<file path="src/pkg/dwe_defines.svh">
// Register map, field positions, codes and timing figures of the warning encoder
`ifndef DWE_DEFINES_SVH
`define DWE_DEFINES_SVH

// Clock rate and documented times
`define DWE_CLK_HZ          100000000
`define DWE_SAFETY_LAG_S    10
`define DWE_OPEN_PHASE_S    1

// Position data limit and percent divisor
`define DWE_POS_LIMIT       32'sh7000_0000
`define DWE_PCT_DIV         40'h00_0000_0064

// Register byte offsets
`define DWE_OFS_CTRL        6'h00
`define DWE_OFS_EXCESS_LVL  6'h04
`define DWE_OFS_ERR_PCT     6'h08
`define DWE_OFS_SON_LVL     6'h0C
`define DWE_OFS_SON_PCT     6'h10
`define DWE_OFS_IRQ_STAT    6'h14
`define DWE_OFS_IRQ_MASK    6'h18
`define DWE_OFS_ALARM       6'h1C
`define DWE_OFS_WARN        6'h20

// Control register field positions
`define DWE_CTRL_CODE_OUT   0
`define DWE_CTRL_WARN_DIS   1
`define DWE_CTRL_SUPPLY     2
`define DWE_CTRL_VIB_SEL    3

// Warning index, lowest warning number first
`define DWE_W_POS_ERR       0
`define DWE_W_SON_ERR       1
`define DWE_W_OVERLOAD      2
`define DWE_W_VIBRATION     3
`define DWE_W_REGEN         4
`define DWE_W_DBRAKE        5
`define DWE_W_RESTART       6
`define DWE_W_UNDERVOLT     7
`define DWE_W_OVERTRAVEL    8
`define DWE_NUM_WARN        9

// Alarm and interrupt bit positions
`define DWE_A_POS_DATA      0
`define DWE_A_SAFETY        1
`define DWE_A_OPEN_PHASE    2
`define DWE_A_VIBRATION     3
`define DWE_I_WARN_NEW      4
`define DWE_NUM_EVT         5

// Codes on lines one, two, three (bit 2 is line one)
`define DWE_CODE_HHH        3'h7
`define DWE_CODE_LHH        3'h3
`define DWE_CODE_HLH        3'h5
`define DWE_CODE_HHL        3'h6
`define DWE_CODE_LLL        3'h0
`define DWE_CODE_HLL        3'h4
`define DWE_CODE_IDLE       3'h0

// Reset values
`define DWE_RST_CTRL        4'h0
`define DWE_RST_LVL         32'h0000_0000
`define DWE_RST_PCT         8'h64

`endif

</file>
<file path="src/pkg/dwe_pkg.sv">
// Types shared by the warning encoder and its bench
package dwe_pkg;

  typedef struct packed {
    logic vib_alarm_sel;
    logic single_phase;
    logic warn_disable;
    logic code_out_en;
  } dwe_ctrl_t;

  typedef struct packed {
    logic overload_pre;
    logic vibration;
    logic regen_pre;
    logic dbrake_pre;
    logic restart_changed;
    logic undervolt_pre;
    logic overtravel;
  } dwe_cond_t;

  typedef struct packed {
    logic code_line_one;
    logic code_line_two;
    logic code_line_three;
  } dwe_code_t;

endpackage

</file>
<file path="src/hdl/dwe_top.sv">
// Servo drive fault detection and warning code encoder with Avalon-MM registers
//
// What this block does
// - Alarm when position data exceeds 1879048192 magnitude
// - Alarm when safety inputs lag ten seconds
// - Open phase alarm: phase low over 1 s while main supply is on
// - Single-phase setting suppresses open phase alarm
// - Position error warning above level*percent/100, HHH
// - Servo-on error warning while powered, code HHH
// - Overload pre-warning, code LHH
// - Vibration gives alarm or warning by select, LHH
// - Regenerative and brake pre-warnings, code HLH
// - Restart-required warning, code HHL
// - Undervoltage pre-warning, code LLL
// - Overtravel while powered warning, code HLL
// - Codes shown only when code output select set
// - Detect disable masks all warnings but undervoltage
`include "dwe_defines.svh"
`timescale 1ns/1ps
`default_nettype none

module dwe_top #(
  parameter int SAFETY_LAG_CYC = `DWE_SAFETY_LAG_S * `DWE_CLK_HZ,
  parameter int OPEN_PHASE_CYC = `DWE_OPEN_PHASE_S * `DWE_CLK_HZ,
  parameter int CNT_W          = 30
) (
  // Clock and reset
  input  wire logic              clk,
  input  wire logic              rst_b,
  // Avalon-MM slave
  input  wire logic [5:0]        avs_address,
  input  wire logic              avs_read,
  input  wire logic              avs_write,
  input  wire logic [31:0]       avs_writedata,
  input  wire logic [3:0]        avs_byteenable,
  output logic [31:0]            avs_readdata,
  output logic                   avs_waitrequest,
  // Motion and power state from drive logic
  input  wire logic signed [31:0] position_data,
  input  wire logic [31:0]       position_error,
  input  wire logic              motor_power_on,
  input  wire logic              main_supply_on,
  input  wire dwe_pkg::dwe_cond_t cond,
  // Pins from outside the clock domain
  input  wire logic              safety_block_in_a_n,
  input  wire logic              safety_block_in_b_n,
  input  wire logic [2:0]        phase_low,
  // Code lines and alarms
  output dwe_pkg::dwe_code_t     code_lines,
  output logic                   code_valid,
  output logic [3:0]             alarm,
  output logic                   irq
);

  generate
    if (SAFETY_LAG_CYC < 1 || OPEN_PHASE_CYC < 1 ||
        SAFETY_LAG_CYC >= (1 << CNT_W) || OPEN_PHASE_CYC >= (1 << CNT_W)) begin : g_bad
      $error("dwe_top: timing counts do not fit the counter");
    end
    // Width above 31 would overflow the int shift in the check above
    if (CNT_W < 2 || CNT_W > 31) begin : g_bad_w
      $error("dwe_top: counter width out of range");
    end
  endgenerate

  ////////////////////////////////////////////////////////////////////////////
  // Functions

  function automatic logic [31:0] merge_be(input logic [31:0] old_v,
                                           input logic [31:0] new_v,
                                           input logic [3:0]  be);
    logic [31:0] r;
    r = old_v;
    for (int i = 0; i < 4; i++) begin
      if (be[i]) begin
        r[8*i +: 8] = new_v[8*i +: 8];
      end
    end
    return r;
  endfunction

  // Level times percent over 100, 40 bits to keep the product whole
  function automatic logic [39:0] scaled(input logic [31:0] lvl,
                                         input logic [7:0]  pct);
    logic [39:0] p;
    p = {8'h00, lvl} * {32'h0000_0000, pct};
    return p / `DWE_PCT_DIV;
  endfunction

  // Idle shares 000 with undervoltage; code_valid tells them apart
  function automatic logic [2:0] warn_code(input logic [3:0] idx);
    logic [2:0] c;
    case (idx)
      4'h0, 4'h1: c = `DWE_CODE_HHH;
      4'h2, 4'h3: c = `DWE_CODE_LHH;
      4'h4, 4'h5: c = `DWE_CODE_HLH;
      4'h6:       c = `DWE_CODE_HHL;
      4'h7:       c = `DWE_CODE_LLL;
      4'h8:       c = `DWE_CODE_HLL;
      default:    c = `DWE_CODE_IDLE;
    endcase
    return c;
  endfunction

  ////////////////////////////////////////////////////////////////////////////
  // Pin synchronisers: three stages, change accepted when last two agree

  // Only stage two reads stage one; stage one may be metastable
  localparam int NSYNC = 5;
  logic [NSYNC-1:0] s1_q, s2_q, s3_q, pin_q;
  logic [NSYNC-1:0] pin_raw;
  assign pin_raw = {phase_low, ~safety_block_in_b_n, ~safety_block_in_a_n};

  always_ff @(posedge clk) begin
    if (!rst_b) begin
      s1_q  <= '0;
      s2_q  <= '0;
      s3_q  <= '0;
      pin_q <= '0;
    end else begin
      s1_q <= pin_raw;
      s2_q <= s1_q;
      s3_q <= s2_q;
      for (int i = 0; i < NSYNC; i++) begin
        if (s2_q[i] == s3_q[i]) begin
          pin_q[i] <= s3_q[i];
        end
      end
    end
  end

  wire logic       safe_a_act = pin_q[0];
  wire logic       safe_b_act = pin_q[1];
  wire logic [2:0] phase_lo   = pin_q[4:2];

  ////////////////////////////////////////////////////////////////////////////
  // Registers

  dwe_pkg::dwe_ctrl_t ctrl_q;
  logic [31:0] excess_lvl_q, son_lvl_q;
  logic [7:0]  err_pct_q, son_pct_q;
  logic [`DWE_NUM_EVT-1:0] irq_stat_q, irq_mask_q;
  logic [3:0]  alarm_q;
  logic [`DWE_NUM_WARN-1:0] warn_q;

  // Bus handshake: one wait cycle, then the access completes
  logic        wait_q;
  logic [31:0] rdata_q;
  wire logic   req     = avs_read | avs_write;
  wire logic   acc     = req & ~wait_q;
  wire logic   wr_acc  = acc & avs_write;
  wire logic   rd_acc  = acc & avs_read;
  wire logic [31:0] ctrl_word = {28'h000_0000, ctrl_q};
  wire logic [31:0] wmerge_ctrl = merge_be(ctrl_word, avs_writedata, avs_byteenable);

  function automatic logic wr_hit(input logic [5:0] ofs);
    return wr_acc && (avs_address == ofs);
  endfunction

  logic [31:0] rd_mux;
  always_comb begin
    case (avs_address)
      `DWE_OFS_CTRL:       rd_mux = ctrl_word;
      `DWE_OFS_EXCESS_LVL: rd_mux = excess_lvl_q;
      `DWE_OFS_ERR_PCT:    rd_mux = {24'h00_0000, err_pct_q};
      `DWE_OFS_SON_LVL:    rd_mux = son_lvl_q;
      `DWE_OFS_SON_PCT:    rd_mux = {24'h00_0000, son_pct_q};
      `DWE_OFS_IRQ_STAT:   rd_mux = {27'h000_0000, irq_stat_q};
      `DWE_OFS_IRQ_MASK:   rd_mux = {27'h000_0000, irq_mask_q};
      `DWE_OFS_ALARM:      rd_mux = {28'h000_0000, alarm_q};
      `DWE_OFS_WARN:       rd_mux = {23'h00_0000, warn_q};
      default:             rd_mux = 32'h0000_0000;
    endcase
  end

  always_ff @(posedge clk) begin
    if (!rst_b) begin
      wait_q  <= 1'b1;
      rdata_q <= 32'h0000_0000;
    end else begin
      // Read data taken in the wait cycle so it stands when waitrequest drops
      wait_q <= ~(req & wait_q);
      if (req & wait_q) begin
        rdata_q <= rd_mux;
      end
    end
  end

  always_ff @(posedge clk) begin
    if (!rst_b) begin
      ctrl_q       <= `DWE_RST_CTRL;
      excess_lvl_q <= `DWE_RST_LVL;
      son_lvl_q    <= `DWE_RST_LVL;
      err_pct_q    <= `DWE_RST_PCT;
      son_pct_q    <= `DWE_RST_PCT;
      irq_mask_q   <= '0;
    end else begin
      if (wr_hit(`DWE_OFS_CTRL)) ctrl_q <= wmerge_ctrl[3:0];
      if (wr_hit(`DWE_OFS_EXCESS_LVL))
        excess_lvl_q <= merge_be(excess_lvl_q, avs_writedata, avs_byteenable);
      if (wr_hit(`DWE_OFS_SON_LVL))
        son_lvl_q <= merge_be(son_lvl_q, avs_writedata, avs_byteenable);
      if (wr_hit(`DWE_OFS_ERR_PCT) && avs_byteenable[0]) err_pct_q <= avs_writedata[7:0];
      if (wr_hit(`DWE_OFS_SON_PCT) && avs_byteenable[0]) son_pct_q <= avs_writedata[7:0];
      if (wr_hit(`DWE_OFS_IRQ_MASK) && avs_byteenable[0])
        irq_mask_q <= avs_writedata[`DWE_NUM_EVT-1:0];
    end
  end

  ////////////////////////////////////////////////////////////////////////////
  // Alarms

  // Signed compare; the limit value itself is still legal
  wire logic pos_ovf = (position_data > `DWE_POS_LIMIT) ||
                       (position_data < -`DWE_POS_LIMIT);

  // Safety inputs: count while exactly one of the pair is active
  // Holds at the limit, so a clear only sticks once the pair agrees
  logic [CNT_W-1:0] lag_cnt_q;
  wire logic one_only = safe_a_act ^ safe_b_act;
  wire logic lag_hit  = one_only && (lag_cnt_q == CNT_W'(SAFETY_LAG_CYC - 1));

  always_ff @(posedge clk) begin
    if (!rst_b) begin
      lag_cnt_q <= '0;
    end else if (!one_only) begin
      lag_cnt_q <= '0;
    end else if (!lag_hit) begin
      lag_cnt_q <= lag_cnt_q + 1'b1;
    end
  end

  // Open phase: single-phase setting means a dead phase is expected
  // Same hold: the alarm clears only after the phase recovers
  logic [CNT_W-1:0] ph_cnt_q;
  wire logic ph_watch = main_supply_on && (|phase_lo) && !ctrl_q.single_phase;
  wire logic ph_hit   = ph_watch && (ph_cnt_q == CNT_W'(OPEN_PHASE_CYC));

  always_ff @(posedge clk) begin
    if (!rst_b) begin
      ph_cnt_q <= '0;
    end else if (!ph_watch) begin
      ph_cnt_q <= '0;
    end else if (!ph_hit) begin
      ph_cnt_q <= ph_cnt_q + 1'b1;
    end
  end

  wire logic vib_alarm = cond.vibration && ctrl_q.vib_alarm_sel;

  wire logic [3:0] alarm_set = {vib_alarm, ph_hit, lag_hit, pos_ovf};
  // Decoded inline: a continuous assign would miss a function's hidden inputs
  wire logic alarm_wr = wr_acc && (avs_address == `DWE_OFS_ALARM) && avs_byteenable[0];
  wire logic [3:0] alarm_clr = alarm_wr ? avs_writedata[3:0] : 4'h0;

  // Set wins over a write-one clear in the same cycle
  always_ff @(posedge clk) begin
    if (!rst_b) begin
      alarm_q <= 4'h0;
    end else begin
      alarm_q <= (alarm_q & ~alarm_clr) | alarm_set;
    end
  end

  ////////////////////////////////////////////////////////////////////////////
  // Warnings

  wire logic [39:0] err_lim = scaled(excess_lvl_q, err_pct_q);
  wire logic [39:0] son_lim = scaled(son_lvl_q, son_pct_q);
  wire logic [39:0] err_ext = {8'h00, position_error};

  logic [`DWE_NUM_WARN-1:0] warn_raw;
  assign warn_raw[`DWE_W_POS_ERR]    = err_ext > err_lim;
  assign warn_raw[`DWE_W_SON_ERR]    = motor_power_on && (err_ext > son_lim);
  assign warn_raw[`DWE_W_OVERLOAD]   = cond.overload_pre;
  assign warn_raw[`DWE_W_VIBRATION]  = cond.vibration && !ctrl_q.vib_alarm_sel;
  assign warn_raw[`DWE_W_REGEN]      = cond.regen_pre;
  assign warn_raw[`DWE_W_DBRAKE]     = cond.dbrake_pre;
  assign warn_raw[`DWE_W_RESTART]    = cond.restart_changed;
  assign warn_raw[`DWE_W_UNDERVOLT]  = cond.undervolt_pre;
  assign warn_raw[`DWE_W_OVERTRAVEL] = cond.overtravel && motor_power_on;

  // Undervoltage stays visible even with detection disabled
  logic [`DWE_NUM_WARN-1:0] keep_mask;
  assign keep_mask = ctrl_q.warn_disable ?
                     (`DWE_NUM_WARN'(1) << `DWE_W_UNDERVOLT) : '1;
  wire logic [`DWE_NUM_WARN-1:0] warn_d = warn_raw & keep_mask;

  // Lowest index first
  logic [3:0] win_idx;
  always_comb begin
    win_idx = 4'hF;
    for (int i = `DWE_NUM_WARN - 1; i >= 0; i--) begin
      if (warn_q[i]) begin
        win_idx = 4'(i);
      end
    end
  end

  // Registered so the lines never glitch while the winner changes
  wire logic any_warn = |warn_q;
  wire logic show     = any_warn && ctrl_q.code_out_en;
  wire logic [2:0] code_d = show ? warn_code(win_idx) : `DWE_CODE_IDLE;

  always_ff @(posedge clk) begin
    if (!rst_b) begin
      warn_q     <= '0;
      code_lines <= `DWE_CODE_IDLE;
      code_valid <= 1'b0;
    end else begin
      warn_q     <= warn_d;
      code_lines <= code_d;
      code_valid <= show;
    end
  end

  ////////////////////////////////////////////////////////////////////////////
  // Interrupts: sticky status cleared by reading it

  // Irq built from the next status so it rises with the status bit
  wire logic warn_new = |(warn_d & ~warn_q);
  wire logic [`DWE_NUM_EVT-1:0] evt = {warn_new, alarm_set & ~alarm_q};
  wire logic stat_rd = rd_acc && (avs_address == `DWE_OFS_IRQ_STAT);

  always_ff @(posedge clk) begin
    if (!rst_b) begin
      irq_stat_q <= '0;
      irq        <= 1'b0;
    end else begin
      irq_stat_q <= (stat_rd ? '0 : irq_stat_q) | evt;
      irq        <= |(((stat_rd ? '0 : irq_stat_q) | evt) & irq_mask_q);
    end
  end

  assign avs_readdata    = rdata_q;
  assign avs_waitrequest = wait_q;
  assign alarm           = alarm_q;

endmodule

`default_nettype wire

</file>
<file path="config.mk">
export PLATFORM = sky130hd
export DESIGN_NAME = dwe_top
export DESIGN_NICKNAME = d
export VERILOG_FILES = /design/src/pkg/dwe_pkg.sv /design/src/hdl/dwe_top.sv
export VERILOG_INCLUDE_DIRS = /design/src /design/src/pkg
export SDC_FILE = /design/constraint.sdc
export NUM_CORES = 2
export LEC_CHECK = 0
export ABC_AREA = 1
export BUFFER_PORTS_ARGS = -buffer_cell sky130_fd_sc_hd__buf_2
export CAP_MARGIN = 40
export CORE_UTILIZATION = 50
export DETAILED_ROUTE_END_ITERATION = 16
export PLACE_DENSITY = 0.75
export SLEW_MARGIN = 5
export SYNTH_ARGS = -nofsm -noshare
export SYNTH_HDL_FRONTEND = slang
export SYNTH_SLANG_ARGS = --single-unit
</file>
<file path="constraint.sdc">
create_clock -name clk -period 33.1 [get_ports clk]
set_input_delay 8.275 -clock clk [delete_from_list [all_inputs] [get_ports clk]]
set_output_delay 8.275 -clock clk [all_outputs]
set_load 0.02 [all_outputs]
</file>
==> results_dict.tcl <==
set metrics [dict create \
    drc 0 \
    cts_buffer_depth 3 \
    fillers 8072 \
    synth_edf_count 0 \
    port_buffers 165 \
    cts_resized 0 \
    drt_wl_total_um 110300 \
    ff2ff_path_depth 178 \
    ys_types 83 \
    cts.sinks 225 \
    min_to "s2_q[1]$_SDFF_PN0_" \
    synth.yosys.seq_area_share_pct 10.91 \
    fin_nets 7010 \
    crit_required_ns 33.54 \
    slowest_stage "dfxtp_1" \
    fin_skew_ns 0.01147 \
    synth_top_family_by_area "simple AND/OR/NAND/NOR gates" \
    drv_slew 0 \
    synth-simple-area-share_pct 38.11 \
    hp-start "s1_q[1]$_SDFF_PN0_" \
    met1_length_um 47790 \
    crit_arrival_ns 23.43 \
    clock-root-buffer "clkbuf_16" \
    synth_xor_area_share_pct 2.173 \
    synth_cells 6284 \
    rsz0062_at_grt "false" \
    cts.hold.buffers_added 0 \
    track_usage_pct 26.44 \
    max_freq_ghz 0.04350 \
    synth_compound_area_share_pct 10.08 \
    ys_ff_latch 225 \
    num_rows 105 \
    initial_core_util_pct 50.43 \
    top_layer_used "met4" \
    fin_crit_ns 22.99 \
    viasPerCell 5.196 \
    regToRegEndpoint "irq$_SDFF_PN0_" \
    ant_nets 0 \
    critPathKind "reg -> reg" \
    hold_viol_final 0 \
    grt_first_pass_wirelength_um 183100 \
    htree_levels 1 \
    synthesis.nets 6955 \
    startpoint_type "flip-flop" \
    clkTransAtPathRegs_ns 0.06 \
    tightestPinTransition_ns 0.8903 \
    setup_tns_ns 0 \
    synth_adder_area_share_pct 23.13 \
    grt_max_degree 82 \
    final_layout_size_suffix_gt1_share_pct 17.54 \
    avgSynthCellArea_um2 6.568 \
    die-area_um2 83710 \
    cp_max_fo 22 \
    routed-wl-met3_um 5590 \
    cts_setup_buffers 0 \
    dominantRegCellSynth "dfxtp_1" \
    period_share_pct 69.45 \
    grt_pass1_vias 37640 \
    max_stage_delay_ns 0.71 \
    synth-async-reset-ratio_pct 0 \
    fp.coreArea_um2 81850 \
    met2_length_um 53840 \
    die-height_um 289.3 \
    rrSetupSlack_ns 10.11 \
    routabilityCongestion 0.9768 \
    r2r-start "err_pct_q[4]$_SDFFE_PN0P_" \
    hpwlAfterDp_um 92960 \
    insertion_delay_ns 0.52 \
    area_growth_pct 6.287 \
    endpoint_kind "flip-flop" \
    syn_area_um2 41280 \
    cts_tree "built" \
    status "complete, no violations" \
    maxSlewHeadroom_pct 40.65 \
    dr.pass1.iters 6 \
    chipWidth_um 289.3 \
    synth_warnings 0 \
    final-setup-viol-count 0 \
    antenna_found_initial 4 \
    grt_overflow 0 \
    maxCapViolCount 0 \
    hold_depth 2 \
    muxShareOfSynthArea_pct 0 \
    drt_iter0_drc 2435 \
    cts_buffers 23 \
    hp-class "reg -> reg" \
    io_pins 166 \
    vias 38590 \
    wl_per_cell_um 14.85 \
]
## metal layers
| layer | track usage [%] | up-vias |
|---|---|---|
| li1 | - | 19320 |
| met1 | 33.79 | 18110 |
| met2 | 47.12 | 995 |
| met3 | 2.228 | 167 |
| met4 | 7.855 | 0 |
| met5 | 0 | - |
## cells by family (layout without fill, tap and decap cells)
group	Yosys count	count (layout)
adders and majority gates	547	547
and+or+nand+nor	3004	3004
buffers and inverters	1671	1740
other	0	3
AOI/OAI and AO/OA	738	738
DFF	225	225
xor gates and xnor gates	99	99
## state kept, by name, indices dropped and copies added, names as in the netlist, 3 cells and up
register	count
s2_q	5
irq_mask_q	5
err_pct_q	8
code_lines	3
irq_stat_q	5
s3_q	5
s1_q	5
ctrl_q	4
alarm	4
son_pct_q	8
pin_q	5
excess_lvl_q	32
lag_cnt_q	30
ph_cnt_q	30
warn_q	9
avs_readdata	32
son_lvl_q	32
## worst max path at each step
stage | start | endpoint | slack [ns] | cells past startpoint
after detailed placement | err_pct_q[4]$_SDFFE_PN0P_ | irq$_SDFF_PN0_ | 10.19 | 180
after global placement | err_pct_q[4]$_SDFFE_PN0P_ | irq$_SDFF_PN0_ | 10.42 | 167
after floorplan | son_pct_q[7]$_SDFFE_PN0P_ | irq$_SDFF_PN0_ | 13.76 | 168
after global routing | err_pct_q[4]$_SDFFE_PN0P_ | irq$_SDFF_PN0_ | 7.72 | 176
final | err_pct_q[4]$_SDFFE_PN0P_ | irq$_SDFF_PN0_ | 10.11 | 178
after CTS | err_pct_q[4]$_SDFFE_PN0P_ | irq$_SDFF_PN0_ | 10.11 | 180
## final cells by class
type | instances | area [um2] | area share [%]
multi-input combinational | 4388 | 30340 | 69.15
antenna | 3 | 7.507 | 0.01711
tap | 1070 | 1339 | 3.052
timing repair buffer | 200 | 1146 | 2.612
inverter | 1501 | 5802 | 13.22
clock inverter | 8 | 107.6 | 0.2453
sequential | 225 | 4508 | 10.28
clock buffer | 31 | 625.6 | 1.426
## metrics by stage
stage	util [%]	cells	instance area [um2]	worst slack [ns]	hold WS (ns)
floorplan	-	6284	41280	13.76	0.3905
detailed placement	52.70	7384	43130	10.19	0.4073
CTS	53.59	7423	43860	10.11	0.4211
global placement	52.49	7369	42960	10.42	0.4107
finish	53.60	7426	43870	10.11	0.4148
global route	53.60	7426	43870	7.717	0.4434
## cells in the mapped netlist, drive strengths merged (2+ instances only)
library cell  instances  area share [%]
o211ai               24            0.44
nand3b                7            0.15
or2                   3           0.045
o21bai               11            0.21
and2                  6           0.097
o31ai                 5           0.091
nor3                 62            0.79
o22ai                29            0.45
fa                  360              17
buf                  18            0.16
a21boi                7            0.15
nor4                 18            0.29
o21a                  6            0.11
inv                1466              14
o2111ai               8            0.17
clkbuf              152             1.4
a21o                  8            0.15
o221a                 2           0.055
ha                  187             5.7
nand3               366             5.5
nand2              2034              24
a21oi               313             3.9
xor2                 73             1.6
o311ai                3           0.064
a22oi                 4           0.073
nor3b                 5           0.091
a31oi                10            0.15
xnor2                26            0.59
nor2                351             4.2
dfxtp               225              11
a211oi                9            0.18
a22o                  2           0.042
bufinv                6            0.25
clkinv               29            0.29
a31o                  3           0.064
a221oi                9            0.19
o21ai               280             3.5
nand4               148             2.9
## critical path: cells and delay by family (launching register included)
family / cells / cell delay [ns]
simple gates: 144 / 15.73
flops: 1 / 0.71
fa+ha+maj: 6 / 2.65
xor+xnor: 1 / 0.18
compound gates: 14 / 2.21
buf+inv: 13 / 1.37
## cell usage in the layout, fill, tap and decap left out, types with 7 or more instances in the layout
| cell type | Yosys | layout |
|---|---|---|
| a211oi_1 | 8 | 8 |
| a21o_1 | 7 | 7 |
| a21oi_1 | 306 | 306 |
| a221oi_1 | 9 | 9 |
| a31oi_1 | 10 | 10 |
| buf_2 | 0 | 166 |
| buf_4 | 0 | 31 |
| clkbuf_16 | 0 | 23 |
| clkinv_1 | 26 | 26 |
| dfxtp_1 | 225 | 222 |
| fa_1 | 360 | 360 |
| ha_1 | 187 | 187 |
| inv_1 | 1358 | 1358 |
| inv_2 | 91 | 91 |
| inv_4 | 12 | 12 |
| nand2_1 | 1520 | 1520 |
| nand2_2 | 330 | 330 |
| nand2_4 | 180 | 180 |
| nand3_1 | 292 | 292 |
| nand3_2 | 63 | 63 |
| nand3_4 | 11 | 11 |
| nand4_1 | 109 | 109 |
| nand4_2 | 36 | 36 |
| nor2_1 | 263 | 263 |
| nor2_2 | 49 | 49 |
| nor2_4 | 38 | 38 |
| nor3_1 | 59 | 59 |
| nor4_1 | 17 | 17 |
| o2111ai_1 | 8 | 8 |
| o211ai_1 | 24 | 24 |
| o21ai_0 | 197 | 197 |
| o21ai_1 | 73 | 72 |
| o21ai_2 | 9 | 10 |
| o21bai_1 | 10 | 10 |
| o22ai_1 | 28 | 28 |
| xnor2_1 | 24 | 24 |
| xor2_1 | 71 | 71 |
Power is left out: the tool's default activity adds up to more than one toggle a clock period on the data nets, which glitch-free logic cannot reach.
